<file path="src/verilog/rsc_pkg.sv">
// Contract
// - The rate trim register changes on a write only while write protection is released.
// - The nine-bit mask count drops that many kernel pulses in every window of 2^20 pulses.
// - With the sixteen-second select set, the window is 16 s and mask count bit 0 counts as zero; the eight-second select wins if both are set.
// - With the eight-second select set, the window is 8 s and mask count bits 1 and 0 count as zero.
// - With insertion enabled one extra kernel pulse is added every 2^11 pulses, else none.
// - Insertion and masking act together, netting 512 times insert enable minus mask count per 32 s.
// - Power-on reset clears the rate trim register, system reset leaves it unchanged.
package rsc_pkg;
	// Bus geometry
	localparam int RSC_ADDR_W = 8;
	localparam int RSC_DATA_W = 32;
	localparam int RSC_LANES  = 4;
	localparam int RSC_LANE_W = 8;

	// Register offsets (byte addresses)
	localparam logic [RSC_ADDR_W-1:0] RSC_TRIM_OFS = 8'h3c;
	localparam logic [RSC_ADDR_W-1:0] RSC_STAT_OFS = 8'h80;

	// Rate trim field layout
	localparam int RSC_MASK_LSB     = 0;
	localparam int RSC_MASK_W       = 9;
	localparam int RSC_SIXTEEN_BIT  = 13;
	localparam int RSC_EIGHT_BIT    = 14;
	localparam int RSC_INSERT_BIT   = 15;
	localparam logic [RSC_DATA_W-1:0] RSC_TRIM_RESET = 32'h0000_0000;
	localparam logic [RSC_DATA_W-1:0] RSC_TRIM_WMASK = 32'h0000_e1ff;

	// Mask count bits forced to zero by the shortened windows
	localparam logic [RSC_MASK_W-1:0] RSC_M16_CLR = 9'h001;
	localparam logic [RSC_MASK_W-1:0] RSC_M8_CLR  = 9'h003;

	// Window counter: 2^20 pulses, slots of 2^11 pulses, 2^9 slots
	localparam int RSC_WIN_W      = 20;
	localparam int RSC_SLOT_W     = 11;
	localparam int RSC_SLOT_IDX_W = 9;
	localparam logic [RSC_WIN_W-1:0] RSC_WIN32_LAST = 20'hf_ffff;
	localparam logic [RSC_WIN_W-1:0] RSC_WIN16_LAST = 20'h7_ffff;
	localparam logic [RSC_WIN_W-1:0] RSC_WIN8_LAST  = 20'h3_ffff;
endpackage : rsc_pkg

</file>
<file path="src/verilog/rsc_cal_if.sv">
`timescale 1ns/100ps
`default_nettype none
interface rsc_cal_if;
	import rsc_pkg::*;
	logic [RSC_MASK_W-1:0] mask_count;
	logic                  sixteen_sec_window_sel;
	logic                  eight_sec_window_sel;
	logic                  pulse_insert_enable;
	logic                  tick_in;
	logic                  tick_out;
	logic [RSC_WIN_W-1:0]  win_pos;

	modport ctrl (output mask_count, sixteen_sec_window_sel, eight_sec_window_sel, pulse_insert_enable,
		tick_in, input tick_out, win_pos);
	modport gate (input mask_count, sixteen_sec_window_sel, eight_sec_window_sel, pulse_insert_enable,
		tick_in, output tick_out, win_pos);
endinterface : rsc_cal_if
`default_nettype wire

</file>
<file path="src/verilog/rsc_pulse_gate.sv">
`timescale 1ns/100ps
`default_nettype none
module rsc_pulse_gate (
	// Clock and reset
	input  wire logic clk_i,
	input  wire logic rst_i,
	input  wire logic ce_i,
	// Trim settings and kernel pulses
	rsc_cal_if.gate   cal
);
	import rsc_pkg::*;

	typedef struct packed {
		logic [RSC_WIN_W-1:0] cnt;
		logic                 pend;
		logic                 tick;
	} rsc_gate_state_type;

	rsc_gate_state_type        st_reg;
	rsc_gate_state_type        st_next;
	logic [RSC_MASK_W-1:0]     m_eff;
	logic [RSC_WIN_W-1:0]      last;
	logic [RSC_SLOT_IDX_W-1:0] rev;
	logic                      slot;
	logic                      masked;

	// Bit-reversed slot index spreads masked slots evenly over the window
	for (genvar i = 0; i < RSC_SLOT_IDX_W; i++) begin : g_rev
		assign rev[i] = st_reg.cnt[RSC_WIN_W-1-i];
	end

	// Effective mask count and window end; eight wins if both selects are set
	always_comb begin
		m_eff = cal.mask_count;
		last  = RSC_WIN32_LAST;
		if (cal.eight_sec_window_sel) begin
			m_eff = cal.mask_count & ~RSC_M8_CLR;
			last  = RSC_WIN8_LAST;
		end else if (cal.sixteen_sec_window_sel) begin
			m_eff = cal.mask_count & ~RSC_M16_CLR;
			last  = RSC_WIN16_LAST;
		end
	end

	assign slot   = (st_reg.cnt[RSC_SLOT_W-1:0] == '0);
	assign masked = slot && (rev < m_eff);

	// Next state: mask on a slot, queue insertion into the next idle cycle
	always_comb begin
		st_next      = st_reg;
		st_next.tick = 1'b0;
		if (st_reg.cnt > last) begin
			st_next.cnt = '0; // Window shortened under a running count
		end else if (cal.tick_in) begin
			st_next.cnt = (st_reg.cnt == last) ? '0 : st_reg.cnt + 1'b1;
		end
		if (cal.tick_in) begin
			st_next.tick = !masked;
			if (slot && cal.pulse_insert_enable) begin
				st_next.pend = 1'b1;
			end
		end else if (st_reg.pend) begin
			st_next.tick = 1'b1;
			st_next.pend = 1'b0;
		end
	end

	// State register; frozen while the clock enable is low
	always_ff @(posedge clk_i) begin
		if (rst_i) begin
			st_reg <= '0;
		end else if (ce_i) begin
			st_reg <= st_next;
		end
	end

	assign cal.tick_out = st_reg.tick;
	assign cal.win_pos  = st_reg.cnt;
endmodule : rsc_pulse_gate
`default_nettype wire

</file>
<file path="src/verilog/rsc_rate_trim.sv">
`timescale 1ns/100ps
`default_nettype none
module rsc_rate_trim (
	// Clock, resets and enable
	input  wire logic                          clk_i,
	input  wire logic                          rst_i,
	input  wire logic                          sys_reset_i,
	input  wire logic                          ce_i,
	// Classic Wishbone slave
	input  wire logic                          wb_cyc_i,
	input  wire logic                          wb_stb_i,
	input  wire logic                          wb_we_i,
	input  wire logic [rsc_pkg::RSC_ADDR_W-1:0] wb_adr_i,
	input  wire logic [rsc_pkg::RSC_LANES-1:0]  wb_sel_i,
	input  wire logic [rsc_pkg::RSC_DATA_W-1:0] wb_dat_i,
	output logic      [rsc_pkg::RSC_DATA_W-1:0] wb_dat_o,
	output logic                               wb_ack_o,
	// Write protection state
	input  wire logic                          wr_unlock_i,
	// Kernel clock pulses in and to the prescaler
	input  wire logic                          kclk_tick_i,
	output logic                               cal_tick_o
);
	import rsc_pkg::*;

	typedef struct packed {
		logic                  ack;
		logic [RSC_DATA_W-1:0] dat;
		logic [RSC_DATA_W-1:0] trim;
	} rsc_regs_state_type;

	rsc_regs_state_type    st_reg;
	rsc_regs_state_type    st_next;
	logic [RSC_DATA_W-1:0] be_mask;
	logic                  take;
	logic                  gate_rst;
	rsc_cal_if             cal ();

	// Byte enables widened to a bit mask
	for (genvar i = 0; i < RSC_LANES; i++) begin : g_lane
		assign be_mask[i*RSC_LANE_W +: RSC_LANE_W] = {RSC_LANE_W{wb_sel_i[i]}};
	end

	// One request per ack; ack drops the cycle after it was given
	assign take = wb_cyc_i && wb_stb_i && !st_reg.ack;

	// Register decode; unmapped addresses ack with zero and ignore writes
	always_comb begin
		st_next     = st_reg;
		st_next.ack = take;
		if (take) begin
			st_next.dat = '0;
			if (wb_adr_i == RSC_TRIM_OFS) begin
				if (!wb_we_i) begin
					st_next.dat = st_reg.trim;
				end else if (wr_unlock_i) begin
					st_next.trim = ((st_reg.trim & ~be_mask) | (wb_dat_i & be_mask)) & RSC_TRIM_WMASK;
				end
			end else if (wb_adr_i == RSC_STAT_OFS) begin
				if (!wb_we_i) begin
					st_next.dat = RSC_DATA_W'(cal.win_pos);
				end
			end
		end
	end

	// Power-on reset clears the trim; system reset only aborts the bus side
	always_ff @(posedge clk_i) begin
		if (rst_i) begin
			st_reg      <= '0;
			st_reg.trim <= RSC_TRIM_RESET;
		end else if (sys_reset_i) begin
			st_reg.ack <= 1'b0;
			st_reg.dat <= '0;
		end else if (ce_i) begin
			st_reg <= st_next;
		end
	end

	assign wb_ack_o = st_reg.ack;
	assign wb_dat_o = st_reg.dat;

	// Trim fields to the pulse gate
	assign cal.mask_count             = st_reg.trim[RSC_MASK_LSB +: RSC_MASK_W];
	assign cal.sixteen_sec_window_sel = st_reg.trim[RSC_SIXTEEN_BIT];
	assign cal.eight_sec_window_sel   = st_reg.trim[RSC_EIGHT_BIT];
	assign cal.pulse_insert_enable    = st_reg.trim[RSC_INSERT_BIT];
	assign cal.tick_in                = kclk_tick_i;
	assign cal_tick_o                 = cal.tick_out;

	// Window restarts on either reset so the pattern stays in step
	assign gate_rst = rst_i || sys_reset_i;

	rsc_pulse_gate u_gate (
		.clk_i (clk_i),
		.rst_i (gate_rst),
		.ce_i  (ce_i),
		.cal   (cal.gate)
	);
endmodule : rsc_rate_trim
`default_nettype wire
</file>
<file path="config.mk">
export PLATFORM = sky130hd
export DESIGN_NAME = rsc_rate_trim
export DESIGN_NICKNAME = d
export VERILOG_FILES = /design/src/verilog/rsc_pkg.sv /design/src/verilog/rsc_cal_if.sv /design/src/verilog/rsc_pulse_gate.sv /design/src/verilog/rsc_rate_trim.sv
export SDC_FILE = /design/constraint.sdc
export NUM_CORES = 1
export LEC_CHECK = 0
export BUFFER_PORTS_ARGS = -buffer_cell sky130_fd_sc_hd__clkbuf_2
export CAP_MARGIN = 15
export CORE_ASPECT_RATIO = 1.25
export CORE_MARGIN = 2
export CORE_UTILIZATION = 24
export DETAILED_ROUTE_END_ITERATION = 12
export HOLD_SLACK_MARGIN = 0.05
export PLACE_DENSITY_LB_ADDON = 0.15
export SLEW_MARGIN = 10
export SYNTH_ARGS = -nofsm -noshare
export SYNTH_HDL_FRONTEND = slang
export SYNTH_SLANG_ARGS = --single-unit
</file>
<file path="constraint.sdc">
create_clock -name clk_i -period 5 [get_ports clk_i]
set_input_delay 1 -clock clk_i [delete_from_list [all_inputs] [get_ports clk_i]]
set_output_delay 1 -clock clk_i [all_outputs]
set_load 0.005 [all_outputs]
</file>
==> results.txt <==
The layout cell share with drive strength beyond 1 is 18.4%, and the power density relative to cell area is 251 mW/mm^2. The cell row count was 44. The clock net in this run drives a total of 55 sinks.

Summing over every cut layer, the via total after detailed routing is 2661. After synthesis, the largest area contributor takes up 39.1% of total cell area. Buffers placed on the I/O ports in this run total 52. The worst-case hold slack is 500 ps. Global routing used 17.1% of the available met1 tracks. The flip-flop cell with the highest count after synthesis was sky130_fd_sc_hd__dfxtp_1. The logs give 0 for the initial antenna violation count and 5 for the number of CTS-inserted buffers.

The logs give 0 for the number of resized instances in the post-cts repair step and 0 for the number of hold violations in the final report. Fill cells in the final layout number 1278. The count of cells in the finished layout, fillers not included, comes to 514. The core region is 0.0116 mm^2.

The tools report the peak supply drop as 0.114 mV. At the end of routability-driven placement, the weighted congestion stood at 0.842. The area growth from synthesis to layout is 16.7%. Setup repair after global routing left no endpoint under its margin. The logs give 290 ps for the insertion delay of the later-clocked pin in the worst-skew pair and 2150 ps for the worst-case setup slack after placement. The floorplan step defined a die boundary enclosing 0.0126 mm^2. The clock period minus worst slack was 2810 ps; the flip-flop and latch area was 0.00110 mm^2. After layout, the worst path uses 56.3% of the clock period. The total placed cells including tap cells is 506. The number of unique standard cell types used by synthesis was 47; the largest fanout on the critical path was 7. The Yosys warning count was 0.

The count of final max-slew check failures came out at 0. The worst min-delay path category is flop to flop. Entering global routing, the biggest net connects 40 pins. The hold path startpoint was wb_dat_o[6].

In this run the deepest clock path goes through 2 buffers. The number of flops mapped to enable cells by yosys was 0; the register clock-pin slew on the reported worst setup and hold paths was 70 ps. The tools report the netlist area before placement as 0.00282 mm^2. The tools report the global-route met3 utilization as 2.35%. The total congestion overflow after global routing is 0, and the worst-margin pin slew is 1040 ps. The per-cell via count in the routed design is 5.18, and the least setup slack across all paths after layout is 2190 ps. met2 is the most crowded layer. The clock root buffer master was sky130_fd_sc_hd__clkbuf_16. By area the synthesized netlist is led by sky130_fd_sc_hd__dfxtp_1, sky130_fd_sc_hd__nor2_1, sky130_fd_sc_hd__ha_1, sky130_fd_sc_hd__a222oi_1, sky130_fd_sc_hd__mux2i_1. Max-cap violations in this run came to 0.

The floorplan step set the die height to 125 um. The first global-routing pass estimated 13700 um of wire. The worst setup path is captured at a flop. For the count of antenna-violating nets left after detailed routing, the log shows 0. The buffers inserted during post-CTS setup optimization was 0. The biggest area consumer among synthesized cells is sky130_fd_sc_hd__dfxtp_1.

The first-pass detailed-route iteration total is 5, and the I/O pin count is 87. After synthesis the netlist holds a flip-flop and latch count of 55. The multi-input combinational cells in the finished layout cover a total of 0.00154 mm^2.

The overall global routing resource usage is 14.0%, and the final antenna diode count is 0. The logs give 440 for the final layout net count and 198 for the detailed router's first-iteration violation count. The worst flop-to-flop path startpoint was u_gate.cal.win_pos[0]. The number of H-tree levels was 2. Once the floorplan was initialized, standard cells occupied 24.4% of the core. The number of remaining DRC errors came out at 0. Data on the critical path arrives at its endpoint at 2960 ps.

The clock arrives with 7.05 ps of skew. After detailed routing, the average wire length per cell comes to 17.1 um. Wires add up to 8790 um.

The kind of launch point of the worst setup path was a flop. Via count of the first global-routing pass: 2509. Power after layout: 0.825 mW. In this run the tightest slew margin relative to its limit is 30.1%. Source of the critical timing path: u_gate.cal.win_pos[0]. For met2 alone, demand over resource in global routing was 23.6%. The post-synthesis async set-or-reset flop share works out to 0%.

For this run, the top clock speed supported by timing is 0.355 GHz. The critical path is of the flop to flop type. Half-perimeter wire length after placement: 6620 um.

TritonCTS built the clock tree. The floorplan step set the die width to 101 um. The number of hold buffers added after CTS was 0. After routing, the total negative slack on setup checks comes to 0 ps. A synthesized cell averages 8.46 um^2.

For this run, the register share of the synthesized area comes to 39.1%. The analysis attributes to cell leakage a power of 1.28 nW. For the worst setup path, the data required time is 5150 ps. Number of standard cells after synthesis: 333.

The flow ran to the end, and the final reports show no timing, DRC or antenna violations. The number of setup violations in the final report was 0.
## placed cells by master, fill, tap and decap left out, drive strengths merged, types with 2 or more instances in the layout
cell type   n
dfxtp      55
clkbuf     58
nor3        7
a41oi       3
or2         2
buf         3
or3         7
a31oi       9
a22oi       8
conb       12
mux2i      12
nand2b      2
a21oi      12
inv        12
o32ai       3
a211oi      4
nand2      23
o21ai      10
nor4        8
a222oi     12
nand4b      2
nand3      15
a21o        3
nand4      11
and3        2
nor2       47
or4         4
nor4b       2
a21boi      2
o21a        2
ha         12
## cell families after synthesis
kind of cell    after synthesis  synth area share [%]
buf+inv                      43                  7.77
simple gates                136                  24.4
compound gates               74                  19.0
mux                          12                  4.26
fa+ha+maj                    12                  5.33
other cells                   1                 0.133
flops                        55                  39.1
## power breakdown
part           internal (mW)  switching [mW]  leakage, nW
Clock                  0.185           0.158       0.0669
Combinational         0.0134          0.0284        0.772
Sequential             0.438         0.00103        0.443
Total                  0.637           0.188         1.28
## synthesized netlist by cell type (2+ instances only)
master / count
sky130_fd_sc_hd__a41oi_1: 3
sky130_fd_sc_hd__clkbuf_2: 4
sky130_fd_sc_hd__a21boi_0: 2
sky130_fd_sc_hd__clkbuf_1: 10
sky130_fd_sc_hd__or2_2: 2
sky130_fd_sc_hd__nand4b_1: 2
sky130_fd_sc_hd__o21ai_0: 8
sky130_fd_sc_hd__nand3_1: 15
sky130_fd_sc_hd__o32ai_1: 3
sky130_fd_sc_hd__nand2b_1: 2
sky130_fd_sc_hd__nand4_2: 2
sky130_fd_sc_hd__or3_1: 7
sky130_fd_sc_hd__nor4_1: 7
sky130_fd_sc_hd__nor2_1: 47
sky130_fd_sc_hd__buf_2: 3
sky130_fd_sc_hd__a22oi_1: 8
sky130_fd_sc_hd__nand2_1: 23
sky130_fd_sc_hd__o21ai_1: 2
sky130_fd_sc_hd__nand4_1: 9
sky130_fd_sc_hd__nor4b_1: 2
sky130_fd_sc_hd__a222oi_1: 12
sky130_fd_sc_hd__a21o_1: 3
sky130_fd_sc_hd__mux2i_1: 12
sky130_fd_sc_hd__a211oi_1: 4
sky130_fd_sc_hd__dfxtp_1: 55
sky130_fd_sc_hd__a31oi_1: 9
sky130_fd_sc_hd__inv_1: 12
sky130_fd_sc_hd__buf_4: 13
sky130_fd_sc_hd__ha_1: 12
sky130_fd_sc_hd__nor3_1: 7
sky130_fd_sc_hd__o21a_1: 2
sky130_fd_sc_hd__and3_1: 2
sky130_fd_sc_hd__a21oi_1: 12
sky130_fd_sc_hd__or4_1: 4
## layer usage
layer  vias up  wire, um
met3        12       381
met4         0       254
li1       1314         -
met1      1246      3810
met2        89      4340
met5         -         0
## final cells by class
cell class,count,share of cell area [%]
multi-input combinational,246,47.0
timing repair buffer,55,8.60
inverter,12,1.37
tap,138,5.25
clock buffer,6,3.92
clock inverter,2,0.381
sequential,55,33.5
## critical path, cell delays in order (launching register included)
cell                       delay, ps
sky130_fd_sc_hd__dfxtp_1         460
sky130_fd_sc_hd__ha_1            270
sky130_fd_sc_hd__nand3_1         140
sky130_fd_sc_hd__nor4_1          910
sky130_fd_sc_hd__a21boi_0        550
sky130_fd_sc_hd__a21oi_1         280
sky130_fd_sc_hd__a311oi_1         60
## through the flow
stage          utilization, %  instance area, um^2
2_1_floorplan               -                 2860
3_3_place_gp             27.2                 3150
3_5_place_dp             27.2                 3150
4_1_cts                  28.4                 3290
5_1_grt                  28.4                 3290
6_report                 28.4                 3290
## final timing paths
kind	to	depth (start not counted)	slack, ps
max	u_gate.cal.win_pos[16]	6	2190
min	wb_dat_o[6]	2	500
max reg2reg	u_gate.cal.win_pos[16]	6	2190
min reg2reg	wb_dat_o[6]	2	500
Power figures use the tool's default switching activity.
